## config.mk

```make
export PLATFORM = sky130hd
export DESIGN_NAME = spmc_top
export DESIGN_NICKNAME = d
export VERILOG_FILES = /design/src/pkg/spmc_pkg.sv /design/src/hdl/spmc_wdt.sv /design/src/hdl/spmc_top.sv
export SDC_FILE = /design/constraint.sdc
export NUM_CORES = 1
export LEC_CHECK = 0
export BUFFER_PORTS_ARGS = -buffer_cell sky130_fd_sc_hd__buf_2
export CELL_PAD_IN_SITES_DETAIL_PLACEMENT = 0
export CELL_PAD_IN_SITES_GLOBAL_PLACEMENT = 1
export CORE_ASPECT_RATIO = 0.9
export CORE_MARGIN = 3
export CORE_UTILIZATION = 45
export DETAILED_ROUTE_END_ITERATION = 7
export GPL_ROUTABILITY_DRIVEN = 0
export MAX_ROUTING_LAYER = met4
export PLACE_DENSITY = 0.87
export SLEW_MARGIN = 20
export SYNTH_ARGS = -nofsm -noshare
export SYNTH_HDL_FRONTEND = slang
export SYNTH_SLANG_ARGS = --single-unit
```

## constraint.sdc

```tcl
create_clock -name SYS_CLK_IN -period 9.05 [get_ports SYS_CLK_IN]
set_input_delay 1.81 -clock SYS_CLK_IN [delete_from_list [all_inputs] [get_ports SYS_CLK_IN]]
set_output_delay 1.81 -clock SYS_CLK_IN [all_outputs]
set_load 0.01 [all_outputs]
```

## src/pkg/spmc_pkg.sv

```systemverilog
package spmc_pkg;
	// Register offsets (byte addresses)
	localparam logic [7:0] SPMC_OFF_STATUS = 8'h00;
	localparam logic [7:0] SPMC_OFF_CTRL = 8'h04;
	localparam logic [7:0] SPMC_OFF_WDT = 8'h08;
	localparam logic [7:0] SPMC_OFF_INT_STAT = 8'h0c;
	localparam logic [7:0] SPMC_OFF_INT_MASK = 8'h10;
	localparam logic [7:0] SPMC_OFF_PIN_IRQ = 8'h14;
	localparam logic [7:0] SPMC_OFF_KICK = 8'h18;
	// Control field positions
	localparam int SPMC_CTRL_BOOT_DONE = 0;
	localparam int SPMC_CTRL_RT_DONE = 1;
	localparam int SPMC_CTRL_MODE_LSB = 2;
	localparam int SPMC_CTRL_SWRST = 4;
	// Interrupt status bit positions
	localparam int SPMC_EV_WAKE = 0;
	localparam int SPMC_EV_WDT = 1;
	localparam int SPMC_EV_PINREJ = 2;
	localparam int SPMC_EV_N = 3;
	// Reset values
	localparam logic [15:0] SPMC_WDT_RST = 16'h03e8;
	localparam logic [31:0] SPMC_PIN_IRQ_RST = 32'h0000_0000;
	// Watchdog timing
	localparam int SPMC_CLK_HZ = 25_000_000;
	localparam int SPMC_WDT_MIN_MS = 1;
	localparam int SPMC_WDT_MAX_MS = 32768;
	localparam int SPMC_TICK_NS = 1_000_000;
	localparam int SPMC_CYC_PER_MS = SPMC_CLK_HZ / 1000;
	// Interrupt pin limits
	localparam int SPMC_MAX_IRQ_PINS = 16;
	localparam int SPMC_GPIO_N = 49;
	// Power modes
	typedef enum logic [1:0] {
		SPMC_PM_RUN, SPMC_PM_SLEEP, SPMC_PM_DEEP, SPMC_PM_OFF
	} spmc_pm_t;
endpackage : spmc_pkg

```

## src/hdl/spmc_wdt.sv

```systemverilog
`timescale 1ns/1ps
module spmc_wdt
	import spmc_pkg::*;
#(
	parameter int CYC_PER_MS = SPMC_CYC_PER_MS
) (
	// Clock and reset
	input wire logic clk_in,
	input wire logic rst_n_in,
	// Control
	input wire logic enable_in,
	input wire logic kick_in,
	input wire logic [15:0] timeout_ms_in,
	// Expiry
	output logic expire_out
);
	typedef struct packed {
		logic [24:0] cyc;
		logic [15:0] ms;
		logic exp;
	} spmc_wdt_st_t;
	spmc_wdt_st_t st_r, st_nxt;
	logic [15:0] lim;

	// Zero reads as the 1 ms floor; limit is the ms field minus one, with no clamp at 32768
	assign lim = (timeout_ms_in == 16'h0000) ? 16'h0000 :
		timeout_ms_in - 16'h0001;

	// Millisecond prescaler then millisecond count
	always_comb begin
		st_nxt = st_r;
		st_nxt.exp = 1'b0;
		if (!enable_in || kick_in) begin
			st_nxt.cyc = '0;
			st_nxt.ms = '0;
		end else if (st_r.cyc == 25'(CYC_PER_MS - 1)) begin
			st_nxt.cyc = '0;
			if (st_r.ms >= lim) begin
				st_nxt.ms = '0;
				st_nxt.exp = 1'b1;
			end else begin
				st_nxt.ms = st_r.ms + 16'h0001;
			end
		end else begin
			st_nxt.cyc = st_r.cyc + 25'h0000001;
		end
	end

	// State register
	always_ff @(posedge clk_in or negedge rst_n_in) begin
		if (!rst_n_in) begin
			st_r <= '0;
		end else begin
			st_r <= st_nxt;
		end
	end

	assign expire_out = st_r.exp;
endmodule : spmc_wdt

```

## src/hdl/spmc_top.sv

```systemverilog
`timescale 1ns/1ps
module spmc_top
	import spmc_pkg::*;
(
	// Clock and reset
	input wire logic SYS_CLK_IN,
	input wire logic RST_N_IN,
	// Strap pins
	input wire logic BOOT_WAIT_STRAP_IN,
	input wire logic RESERVED_LOADER_STRAP_IN,
	input wire logic LINK_SEL_STRAP_IN,
	// Wake sources
	input wire logic RTC_ALARM_IN,
	input wire logic [SPMC_GPIO_N-1:0] GPIO_IRQ_IN,
	// Register port
	input wire logic [7:0] REG_ADDR_IN,
	input wire logic [31:0] REG_WDATA_IN,
	input wire logic REG_WR_IN,
	input wire logic REG_RD_IN,
	output logic [31:0] REG_RDATA_OUT,
	// Pin defaults for the strap pins
	output logic [2:0] STRAP_PULLUP_EN_OUT,
	output logic [2:0] STRAP_OE_OUT,
	output logic STRAP_ROLE_OUT,
	// System control
	output logic SYS_RST_N_OUT,
	output logic BOOT_STAGE_OUT,
	output logic RUNTIME_STAGE_OUT,
	output logic APP_RUN_OUT,
	output logic BOOT_WAIT_OUT,
	output logic LINK_USB_OUT,
	output logic CPU_RUN_OUT,
	output logic FUNC_EN_OUT,
	output logic CORE_PWR_EN_OUT,
	output logic [1:0] PWR_MODE_OUT,
	output logic [31:0] PIN_IRQ_EN_OUT,
	output logic IRQ_OUT
);
	typedef enum logic [2:0] {
		SPMC_S_SAMPLE, SPMC_S_BOOT, SPMC_S_WAIT, SPMC_S_RUNTIME, SPMC_S_APP
	} spmc_seq_t;

	typedef struct packed {
		spmc_seq_t seq;
		logic boot_wait;
		logic link_usb;
		logic rst_req;
		spmc_pm_t pm;
		logic [15:0] wdt_ms;
		logic wdt_en;
		logic [31:0] pin_irq;
		logic [SPMC_EV_N-1:0] int_stat;
		logic [SPMC_EV_N-1:0] int_mask;
		logic [31:0] rdata;
	} spmc_st_t;

	spmc_st_t st_r, st_nxt;
	logic wdt_exp;
	logic wake;
	logic [5:0] irq_cnt;
	logic irq_ok;
	logic [SPMC_EV_N-1:0] ev;

	// Count set bits; used for the pin interrupt enable limit
	function automatic logic [5:0] spmc_popcnt(input logic [31:0] v);
		logic [5:0] n;
		n = '0;
		for (int i = 0; i < 32; i++) begin
			n = n + {5'h00, v[i]};
		end
		return n;
	endfunction : spmc_popcnt

	// Bits 15:0 are port A indices, 31:16 port B; one index per pin
	// number, so a shared index is refused instead of stored.
	assign irq_cnt = spmc_popcnt(REG_WDATA_IN);
	assign irq_ok = (irq_cnt <= 6'(SPMC_MAX_IRQ_PINS)) &&
		((REG_WDATA_IN[15:0] & REG_WDATA_IN[31:16]) == 16'h0000);

	// Wake on alarm or any enabled pin interrupt
	assign wake = RTC_ALARM_IN || (|(GPIO_IRQ_IN[31:0] & st_r.pin_irq));

	spmc_wdt u_wdt (
		.clk_in(SYS_CLK_IN),
		.rst_n_in(SYS_RST_N_OUT),
		.enable_in(st_r.wdt_en && st_r.pm == SPMC_PM_RUN),
		.kick_in(REG_WR_IN && REG_ADDR_IN == SPMC_OFF_KICK),
		.timeout_ms_in(st_r.wdt_ms),
		.expire_out(wdt_exp)
	);

	// Next state: sequencer, power modes, registers
	always_comb begin
		st_nxt = st_r;
		st_nxt.rdata = '0;
		ev = '0;
		case (st_r.seq)
			SPMC_S_SAMPLE: begin
				// Straps taken once after release, held after
				st_nxt.boot_wait = !BOOT_WAIT_STRAP_IN;
				st_nxt.link_usb = LINK_SEL_STRAP_IN;
				st_nxt.seq = SPMC_S_BOOT;
			end
			SPMC_S_BOOT: begin
				if (REG_WR_IN && REG_ADDR_IN == SPMC_OFF_CTRL &&
					REG_WDATA_IN[SPMC_CTRL_BOOT_DONE]) begin
					st_nxt.seq = st_r.boot_wait ? SPMC_S_WAIT :
						SPMC_S_RUNTIME;
				end
			end
			SPMC_S_WAIT: st_nxt.seq = SPMC_S_WAIT;
			SPMC_S_RUNTIME: begin
				if (REG_WR_IN && REG_ADDR_IN == SPMC_OFF_CTRL &&
					REG_WDATA_IN[SPMC_CTRL_RT_DONE]) begin
					st_nxt.seq = SPMC_S_APP;
				end
			end
			SPMC_S_APP: st_nxt.seq = SPMC_S_APP;
			default: st_nxt.seq = SPMC_S_SAMPLE;
		endcase

		// Power mode entries and exits
		case (st_r.pm)
			SPMC_PM_SLEEP, SPMC_PM_DEEP: begin
				if (wake) begin
					st_nxt.pm = SPMC_PM_RUN;
					ev[SPMC_EV_WAKE] = 1'b1;
				end
			end
			SPMC_PM_OFF: begin
				// Only the alarm or a CTRL soft reset write leaves off, and both force reset
				if (RTC_ALARM_IN) begin
					st_nxt.rst_req = 1'b1;
				end
			end
			SPMC_PM_RUN: begin
				if (REG_WR_IN && REG_ADDR_IN == SPMC_OFF_CTRL) begin
					st_nxt.pm = spmc_pm_t'(
						REG_WDATA_IN[SPMC_CTRL_MODE_LSB +: 2]);
				end
			end
			default: st_nxt.pm = SPMC_PM_RUN;
		endcase

		// Register writes
		if (REG_WR_IN) begin
			case (REG_ADDR_IN)
				SPMC_OFF_CTRL: begin
					if (REG_WDATA_IN[SPMC_CTRL_SWRST]) begin
						st_nxt.rst_req = 1'b1;
					end
				end
				SPMC_OFF_WDT: begin
					st_nxt.wdt_ms = REG_WDATA_IN[15:0];
					st_nxt.wdt_en = REG_WDATA_IN[31];
				end
				SPMC_OFF_INT_STAT: begin
					st_nxt.int_stat = st_r.int_stat &
						~REG_WDATA_IN[SPMC_EV_N-1:0];
				end
				SPMC_OFF_INT_MASK: begin
					st_nxt.int_mask = REG_WDATA_IN[SPMC_EV_N-1:0];
				end
				SPMC_OFF_PIN_IRQ: begin
					if (irq_ok) begin
						st_nxt.pin_irq = REG_WDATA_IN;
					end else begin
						ev[SPMC_EV_PINREJ] = 1'b1;
					end
				end
				default: ;
			endcase
		end

		// Watchdog expiry requests full reset
		if (wdt_exp) begin
			st_nxt.rst_req = 1'b1;
			ev[SPMC_EV_WDT] = 1'b1;
		end
		// Set wins over a same-cycle clear
		st_nxt.int_stat = st_nxt.int_stat | ev;

		// Register reads, data in the following cycle
		if (REG_RD_IN) begin
			case (REG_ADDR_IN)
				SPMC_OFF_STATUS: st_nxt.rdata = {25'h0000000,
					st_r.pm, st_r.seq, st_r.link_usb, st_r.boot_wait};
				SPMC_OFF_CTRL: st_nxt.rdata = {28'h0000000, st_r.pm, 2'b00};
				SPMC_OFF_WDT: st_nxt.rdata = {st_r.wdt_en, 15'h0000,
					st_r.wdt_ms};
				SPMC_OFF_INT_STAT: st_nxt.rdata = 32'(st_r.int_stat);
				SPMC_OFF_INT_MASK: st_nxt.rdata = 32'(st_r.int_mask);
				SPMC_OFF_PIN_IRQ: st_nxt.rdata = st_r.pin_irq;
				default: st_nxt.rdata = '0;
			endcase
		end
	end

	// State register; rst_req pulls our own system reset
	always_ff @(posedge SYS_CLK_IN or negedge RST_N_IN) begin
		if (!RST_N_IN) begin
			st_r.seq <= SPMC_S_SAMPLE;
			st_r.boot_wait <= 1'b0;
			st_r.link_usb <= 1'b1;
			st_r.rst_req <= 1'b0;
			st_r.pm <= SPMC_PM_RUN;
			st_r.wdt_ms <= SPMC_WDT_RST;
			st_r.wdt_en <= 1'b0;
			st_r.pin_irq <= SPMC_PIN_IRQ_RST;
			st_r.int_stat <= '0;
			st_r.int_mask <= '0;
			st_r.rdata <= '0;
		end else if (st_r.rst_req) begin
			// Full system restart; status survives for software
			st_r <= '{seq: SPMC_S_SAMPLE, boot_wait: 1'b0, link_usb: 1'b1,
				rst_req: 1'b0, pm: SPMC_PM_RUN, wdt_ms: SPMC_WDT_RST,
				wdt_en: 1'b0, pin_irq: SPMC_PIN_IRQ_RST,
				int_stat: st_r.int_stat, int_mask: st_r.int_mask,
				rdata: 32'h00000000};
		end else begin
			st_r <= st_nxt;
		end
	end

	// Outputs
	assign SYS_RST_N_OUT = RST_N_IN && !st_r.rst_req;
	assign STRAP_ROLE_OUT = (st_r.seq == SPMC_S_SAMPLE);
	assign STRAP_OE_OUT = 3'b000;
	assign STRAP_PULLUP_EN_OUT = 3'b111;
	assign BOOT_STAGE_OUT = (st_r.seq == SPMC_S_BOOT) ||
		(st_r.seq == SPMC_S_WAIT);
	assign RUNTIME_STAGE_OUT = (st_r.seq == SPMC_S_RUNTIME);
	assign APP_RUN_OUT = (st_r.seq == SPMC_S_APP);
	assign BOOT_WAIT_OUT = st_r.boot_wait;
	assign LINK_USB_OUT = st_r.link_usb;
	assign CPU_RUN_OUT = (st_r.pm == SPMC_PM_RUN);
	assign FUNC_EN_OUT = (st_r.pm == SPMC_PM_RUN) ||
		(st_r.pm == SPMC_PM_SLEEP);
	assign CORE_PWR_EN_OUT = (st_r.pm != SPMC_PM_OFF);
	assign PWR_MODE_OUT = st_r.pm;
	assign PIN_IRQ_EN_OUT = st_r.pin_irq;
	assign REG_RDATA_OUT = st_r.rdata;
	assign IRQ_OUT = |(st_r.int_stat & st_r.int_mask);
endmodule : spmc_top

```

Word-level counts from Yosys, hierarchy flattened
Cells that the tools add are included.

operators by class
  shift-type cells = 0
  magnitude comparators = 2
  add/subtract/negate cells = 34
  multiply operators = 0
  bitwise logic cells = 7
  divide/modulo/power cells = 0
  eq/ne operators = 19
  mux-type cells = 36
  reduce and logical (&&, ||, !) cells = 34

operators with widths
  kind                                                number
  one-hot mux 32 bit (6 select lines)                 1
  adder 6 x 1 -> 6 bit                                26
  two-way mux 32 bit                                  3
  two-way mux 95 bit                                  1
  two-way mux 55 bit                                  1
  two-way mux 41 bit                                  1
  two-way mux 17 bit                                  2
  bitwise AND 32 bit                                  1
  zero test 16 bit                                    2
  two-way mux 16 bit                                  2
  OR reduction 32 bit                                 1
  adder 25 x 1 -> 25 bit, second input constant       1
  == test 25 x 15 -> 1 bit, second input constant     1
  two-way mux 25 bit                                  1
  == test 8 x 5 -> 1 bit, second input constant       3
  adder 16 x 1 -> 16 bit, second input constant       1
  bitwise AND 16 bit                                  1
  == test 8 x 4 -> 1 bit, second input constant       2
  greater-or-equal comparator 16 bit                  1
  subtractor 16 x 1 -> 16 bit, second input constant  1
  two-way mux 1 bit                                   15
  one-hot mux 3 bit (5 select lines)                  1
  two-way mux 3 bit                                   4
  nonzero test 2 bit                                  6
  32 further kinds                                    53

storage, ports and cells
  bits of input ports = 97
  ROM bits = 0
  register bits after elaboration = 137
  output and inout port bits = 83
  word-level logic and storage cells = 146
  RAM bits = 0
  latch bits = 0
  memories kept = 0

Depth between registers and ports, before layout
Gate-level depths: netlist of the first run.

  word-level depth = 38
  mapped depth = 20
  mapped depth without buffers = 19

Modules after synthesis
From an unflattened synthesis of the first run, not the netlist that was laid out.

unflattened totals
  cells, all modules = 928
  area total of the unflattened synthesis = 8794.7 um2

modules (own cells, without submodules)
  module    instances  cells each  sequential area each (um2)  area an instance (um2)
  spmc_top  1          570         2386.0                      5774.3
  spmc_wdt  1          358         1051.0                      3020.4

Least setup slack after synthesis of the first run
No wires, ideal clock.

  path type = input to register
  start point = input port REG_WDATA_IN[5]
  end point = register st_r, in the netlist PIN_IRQ_EN_OUT[10]
  library setup time = 121 ps
  buffers on the path = 1
  data required time = 8929 ps
  stages on the path = 18
  path slack = 2130 ps
  arrival = 6799 ps
  cells stage by stage = inv_1 > fa_1 > inv_1 > fa_1 > inv_1 > fa_1 > fa_1 > fa_1 > fa_1 > inv_1 > ha_1 > a21o_1 > a211o_1 > a2111oi_2 > o221ai_1 > o21a_2 > buf_6 > a22o_1

between the ends
  longest elaborated chain between the ends = 31
  elaborated cells on any way between the ends = 33
  those cells by class = add/sub (27); order compare (1); bitwise (1); reduce/logical (4)

ends and longest elaborated chain
  item                                    line             source
  start: declaration                      spmc_top.sv:17   input wire logic [31:0] REG_WDATA_IN,
  adder 5 x 1 -> 6 bit                    spmc_top.sv:69   n = n + {5'h00, v[i]};
  adder 6 x 1 -> 6 bit (26 in a row)      spmc_top.sv:69
  <= comparator 6 x 5 -> 1 bit            spmc_top.sv:77   assign irq_ok = (irq_cnt <= 6'(SPMC_MAX_IRQ_PINS)) &&
  logical AND 1 bit *                     spmc_top.sv:77
  nonzero test 2 bit (no source line) *   -
  AND reduction 3 bit (no source line) *  -
  end signal: assignment                  spmc_top.sv:215  st_r <= '{seq: SPMC_S_SAMPLE, boot_wait: 1'b0, link_usb: 1'b1,
  end signal: assignment                  spmc_top.sv:221  st_r <= st_nxt;
  end: declaration                        spmc_top.sv:57   spmc_st_t st_r, st_nxt;

Mark *: on every way between the ends. The rest lies on a longest branch, timed or not.
A chain may end at the register's enable or synchronous reset.

Final worst setup path of the first run
  start point = input port REG_WDATA_IN[11]
  end point = register st_r, in the netlist PIN_IRQ_EN_OUT[13]

between the ends
  longest elaborated chain between the ends = 25
  elaborated cells on any way between the ends = 27
  those cells by class = add/sub (21); order compare (1); bitwise (1); reduce/logical (4)

ends and longest elaborated chain
  item                                    line
  adder 6 x 1 -> 6 bit (21 in a row)      spmc_top.sv:69
  <= comparator 6 x 5 -> 1 bit            spmc_top.sv:77
  logical AND 1 bit *                     spmc_top.sv:77
  nonzero test 2 bit (no source line) *   -
  AND reduction 3 bit (no source line) *  -

Marked as above.

==> results.md, run 1 <==
- Status: completed
- Pin count of the biggest net entering global routing: 55
- Max cap viols: 0
- Syn. warnings: 0
- Yosys top cell area share: 39.0%
- Dpl ws: 1.50 ns
- IO Pins: 180
- Reg2reg setup slack: 5.39 ns
- NumNets Final: 1085
- Worst R2R Start: st_r[76]
- RR Endpoint: u_wdt.st_r[3]
- Worst Tran Pin Value: 0.985 ns
- Die W: 149 µm
- Kind of critical path: input pin to flip-flop
- Port buffer count: 155
- Layout area overhead: 12.6%
- DRT antenna net count: 0
- Critical path peak fanout: 32
- PnR worst setup slack: 1.87 ns
- Clock buffer depth: 2
- Peak supply drop: 0.000265 V
- Initial antenna violation count: 0
- Worst Path Required: 9.41 ns
- Async SR Flop Fraction: 100%
- CTS H-tree depth: 4
- Post-Synthesis Cells: 858
- R2R depth: 13
- Cell with the most instances after synthesis: dfrtp_1
- P_leak: 4.64 nW
- Synth area leader: dfrtp_1
- Fin Clk Skew: 0.00971 ns
- CTS tree: yes
- Dominant cells by area after synthesis: dfrtp_1 (39%), buf_4 (6.5%), fa_1 (5.8%)
- Inserted Diodes: 0
- Detailed router's first-iteration violation count: 609
- Cts hold-fix bufs: 0
- Fill count: 1632
- Clk Tree Root Cell: clkbuf_16
- Global route overflow: 0
- Die Area: 20200 µm²
- Endpoints failing setup: 0
- Relative slew slack: 34.2%
- Fmax: 139 MHz
- Die height: 135 µm
- Vias in the first global route: 6333
- RSZ-0062 raised after global routing: false
- Critical Path Start Type: input pin
- CTS Sinks: 137
- Clock transition at path regs: 0.07 ns
- DR pass1 iterations: 5
- Post-CTS setup buffer count: 0
- Setup TNS: 0 ns
- Fin crit share: 79.3%
- Drt drc: 0
- DRT Wirelength: 22100 µm
- First-pass GRT wire length: 35600 µm
- Seq cells post-synth: 137
- Hold Path Stages: 1
- Worst Setup SP: REG_WDATA_IN[11]
- Mapped cell area: 8340 µm²
- Final cell count without fillers: 1188
- Part of the Yosys area used for sequential elements: 41.2%
- Final hold slack: 0.463 ns
- Top cells by instance count after synthesis: dfrtp_1 (130), nand2_1 (77), buf_4 (72)
- Post-CTS Resized: 0
- Main flop type after synthesis: dfrtp_1
- Vias: 6627
- Starting Density: 46.6%
- Routed len/inst: 18.6 µm
- Layout cells sized above 1: 22.7%
- Worst-Skew Late Latency: 0.43 ns
- Pwr dens: 204 nW/µm²
- Post-synthesis cell type count: 60
- Min-Delay Path Class: flip-flop to flip-flop
- EDFF count, synth: 0
- Slew Limit Fails: 0
- Row cnt: 46
- Hold Vio Cnt, Final: 0
- Dpl cells: 1156
- Estimated wirelength of the detail-placed design: 16500 µm
- Core Footprint: 17900 µm²
- Clock period minus final worst setup slack: 7.18 ns
- CTS Buf Count: 17
- Vias per inst: 5.58
- CP endpoint kind: flip-flop
- Hold Crit Start: u_wdt.st_r[17]
- Syn_area_per_cell: 9.72 µm²
- Total track usage: 23.4%
- CP Data Arrival Time: 7.54 ns
- Worst Hold Path EP: u_wdt.st_r[17]
[cells in the final DEF (no fill, tap or decap), drive strengths merged, types with 29 or more instances in the layout]
master | synthesis | final
buf | 82 | 160
nor2 | 62 | 62
ha | 29 | 29
a22oi | 35 | 35
a22o | 36 | 36
nand2 | 77 | 77
nand3 | 33 | 33
a21oi | 29 | 29
inv | 49 | 61
dfrtp | 130 | 130
[flip-flops by register name (all words and copies together), names as in the netlist]
register	flops
PIN_IRQ_EN_OUT	32
BOOT_WAIT_OUT	1
st_r	27
PWR_MODE_OUT	2
u_wdt.st_r	41
REG_RDATA_OUT	32
LINK_USB_OUT	1
u_wdt.expire_out	1
[per-stage QoR]
| stage | util (%) | instance area (µm²) | power (mW) |
|---|---|---|---|
| CTS | 52.4 | 9390 | 1.93 |
| detailed placement | 49.1 | 8800 | 1.22 |
| finish | 52.4 | 9390 | 1.92 |
| floorplan | - | 8350 | 1.08 |
| global route | 52.4 | 9390 | 2.03 |
| global placement | 49.1 | 8790 | 1.21 |
[worst max path at each step]
| stage | to | slack [ns] |
|---|---|---|
| floorplan | PIN_IRQ_EN_OUT[10] | 2.13 |
| global placement | PIN_IRQ_EN_OUT[15] | 1.54 |
| detailed placement | PIN_IRQ_EN_OUT[28] | 1.50 |
| CTS | PIN_IRQ_EN_OUT[13] | 1.91 |
| global route | PIN_IRQ_EN_OUT[13] | 1.64 |
| finish | PIN_IRQ_EN_OUT[13] | 1.87 |
[cell type report]
| type | instances | area [µm²] | area share, % |
|---|---|---|---|
| repair buffers | 160 | 816 | 8.69 |
| well taps | 240 | 300 | 3.20 |
| clock buffers | 17 | 425 | 4.53 |
| inverters | 49 | 184 | 1.96 |
| multi-input cells | 570 | 4060 | 43.2 |
| clock inverters | 15 | 165 | 1.76 |
| flip-flops and latches | 137 | 3440 | 36.6 |
[power by group]
| group | internal, mW | switching (mW) |
|---|---|---|
| clock network | 0.394 | 0.310 |
| logic | 0.249 | 0.303 |
| registers | 0.632 | 0.0266 |
[logic make-up after synthesis]
| group | share of synthesized area, % |
|---|---|
| fa+ha+maj | 10.1 |
| other cells | 0.0901 |
| flops | 41.2 |
| compound gates | 16.1 |
| mux | 1.31 |
| simple gates | 17.5 |
| buf+inv | 10.6 |
| xor+xnor | 3.15 |
[metal layers]
layer / vias up / track usage (%) / part of all wire [%]
met5: - / - / 0
met4: 0 / 4.98 / 0.70
met3: 11 / 5.65 / 8.8
met2: 297 / 33.5 / 44
met1: 3200 / 34.1 / 47
li1: 3119 / - / -
[worst max-delay path: stages]
cell and delay, ns:
buf_2 0.15, fa_1 0.53, inv_1 0.05, fa_1 0.49, inv_1 0.06, fa_1 0.46
fa_1 0.50, fa_1 0.55, inv_1 0.06, fa_1 0.48, inv_1 0.05, ha_1 0.21
fa_1 0.41, a21o_1 0.19, a21oi_1 0.16, xnor2_1 0.08, o221ai_1 0.34, o21a_2 0.66
a22o_1 0.27
(Power assumes the default switching activity.)
==> run 2, diff against run 1 <==
--- a/config.mk
+++ b/config.mk
@@ -10,11 +10,11 @@
 export CELL_PAD_IN_SITES_GLOBAL_PLACEMENT = 1
 export CORE_ASPECT_RATIO = 0.9
 export CORE_MARGIN = 3
-export CORE_UTILIZATION = 45
+export CORE_UTILIZATION = 38
 export DETAILED_ROUTE_END_ITERATION = 7
 export GPL_ROUTABILITY_DRIVEN = 0
 export MAX_ROUTING_LAYER = met4
-export PLACE_DENSITY = 0.87
+export PLACE_DENSITY = 0.78
 export SLEW_MARGIN = 20
 export SYNTH_ARGS = -nofsm -noshare
 export SYNTH_HDL_FRONTEND = slang
==> constraint.sdc (replaced) <==
create_clock -name SYS_CLK_IN -period 6.05 [get_ports SYS_CLK_IN]
set_input_delay 1.21 -clock SYS_CLK_IN [delete_from_list [all_inputs] [get_ports SYS_CLK_IN]]
set_output_delay 1.21 -clock SYS_CLK_IN [all_outputs]
set_load 0.01 [all_outputs]
==> run 2 against run 1 <==
Net effect: the run now ends with negative setup slack left; critical path depth down 1; clock-buffer cell count unchanged; sequential power is 49% higher; worst setup slack got worse by 1.9 ns; cell count is 6.4% higher; global-route usage fell by 2.9 points; combinational power is 99% higher; flip-flop and latch count unchanged.
==> results.md, run 2 (synthesized netlist as in run 1, its figures left out) <==
- Status: finished, violations left
- Clock transition at path regs: 0.07 ns
- Hold Path Stages: 1
- Endpoints failing setup: 28
- Die W: 162 µm
- Inserted Diodes: 0
- Critical path peak fanout: 8
- Die height: 147 µm
- Final hold slack: 0.474 ns
- Worst Path Required: 6.37 ns
- Peak supply drop: 0.000381 V
- Vias per inst: 5.45
- Slew Limit Fails: 0
- Reg with most FFs: u_wdt.st_r
- Global route overflow: 0
- Core Footprint: 21100 µm²
- Clk Tree Root Cell: clkbuf_16
- CTS Sinks: 137
- Kind of critical path: input pin to flip-flop
- Vias in the first global route: 6429
- NumNets Final: 1115
- Total power draw: 3.13 mW
- Pin count of the biggest net entering global routing: 73
- CTS tree: yes
- Worst R2R Start: st_r[76]
- PnR worst setup slack: -0.0469 ns
- Estimated wirelength of the detail-placed design: 17800 µm
- Dpl cells: 1228
- Area after DPL: 9080 µm²
- Total track usage: 20.5%
- IO Pins: 180
- P_leak: 4.81 nW
- Vias: 6891
- Worst Setup SP: REG_WDATA_IN[11]
- Row cnt: 50
- Max cap viols: 0
- CTS Buf Count: 17
- Fmax: 164 MHz
- Layout area overhead: 17.6%
- Detailed router's first-iteration violation count: 679
- Crit path to: PIN_IRQ_EN_OUT[6]
- Initial antenna violation count: 0
- CTS H-tree depth: 4
- Clock period minus final worst setup slack: 6.10 ns
- Worst Tran Pin Value: 0.954 ns
- Fin Clk Skew: 0.00741 ns
- Final cell count without fillers: 1264
- DRT Wirelength: 24100 µm
- Fin area: 9810 µm²
- Relative slew slack: 36.3%
- First-pass GRT wire length: 36800 µm
- Routed len/inst: 19.0 µm
- Starting Density: 39.4%
- Worst-Skew Late Latency: 0.43 ns
- Hold Vio Cnt, Final: 0
- DR pass1 iterations: 7
- Drt drc: 0
- Fin crit share: 101%
- Die Area: 23800 µm²
- Commonest non-fill, non-tap cell in the layout: buf_2
- DRT antenna net count: 0
- Port buffer count: 155
- CP Data Arrival Time: 6.41 ns
- Critical Path Start Type: input pin
- Pwr dens: 319 nW/µm²
- Most frequent cells in the layout: buf_2 (152), dfrtp_1 (130), nand2_1 (77)
- Reg2reg setup slack: 2.45 ns
- RSZ-0062 raised after global routing: true
- Clock buffer depth: 2
- Max FFs per register: 41
- Layout cells sized above 1: 26.1%
- R2R depth: 13
- Fill count: 2048
- Violated checks: negative setup slack
- CP endpoint kind: flip-flop
- RR Endpoint: u_wdt.st_r[7]
- Min-Delay Path Class: flip-flop to flip-flop
## run 2: cell types whose count changed in the layout (fill, tap and decap cells not counted), sizes merged
cell,before,now
bufinv,1,0
clkinv,2,3
buf,160,188
clkbuf,17,19
## run 2: what timing repair did
action,CTS,global route
cloned,0,3
setup buffers,0,1
resized for setup,5,7
pin swaps,4,9
endpoints found under the hold margin,0,0
hold buffers,0,0
endpoints found under the setup margin,32,32
## run 2: worst min path at each step
| stage | to | slack (ns) | startpoint |
|---|---|---|---|
| 6_report | u_wdt.st_r[17] | 0.47 | u_wdt.st_r[17] |
| 2_1_floorplan | u_wdt.st_r[17] | 0.43 | u_wdt.st_r[17] |
| 3_3_place_gp | u_wdt.st_r[17] | 0.45 | u_wdt.st_r[17] |
| 4_1_cts | u_wdt.st_r[17] | 0.48 | u_wdt.st_r[17] |
| 3_5_place_dp | u_wdt.st_r[17] | 0.47 | u_wdt.st_r[17] |
| 5_1_grt | u_wdt.st_r[17] | 0.49 | u_wdt.st_r[17] |
## run 2: cell type report
cell class                 instances  area (µm²)  area share [%]
clock inverter                    15         174            1.77
multi-input combinational        570        4110            41.9
sequential                       137        3440            35.0
timing repair buffer             190        1120            11.4
tap                              286         358            3.65
clock buffer                      17         425            4.34
inverter                          49         186            1.90
## run 2: report_power, final
part	total, mW	switching [mW]	internal (mW)
combinational	1.10	0.567	0.530
clock	1.05	0.488	0.562
sequential	0.985	0.0399	0.945
total	3.13	1.10	2.04
## run 2: routing by layer
metal / global-route usage (%) / wire length [µm] / part of all wire [%] / up-vias
li1: - / - / - / 3186
met1: 30.3 / 11100 / 46 / 3360
met2: 28.6 / 10400 / 43 / 319
met3: 4.34 / 2120 / 8.8 / 26
met4: 5.12 / 417 / 1.7 / 0
met5: - / 0 / 0 / -
## run 2: metrics by stage
| stage | worst slack (ns) | util, % | setup TNS, ns |
|---|---|---|---|
| floorplan | -0.101 | - | -3.03 |
| global placement | -0.469 | 42.9 | -15.09 |
| detailed placement | -0.507 | 42.9 | -15.92 |
| CTS | -0.0000444 | 45.9 | -0.0000444 |
| global route | -0.149 | 46.4 | -4.11 |
| finish | -0.0469 | 46.4 | -0.915 |
## run 2: critical path, stage by stage
cell	delay, ns
buf_8	0.10
fa_1	0.55
inv_2	0.06
fa_1	0.48
inv_1	0.05
fa_2	0.53
fa_1	0.43
fa_1	0.53
inv_2	0.05
fa_1	0.50
inv_2	0.05
ha_4	0.16
fa_2	0.44
a2111oi_4	0.37
o221ai_2	0.18
o21a_4	0.30
clkbuf_16	0.18
a22o_1	0.23
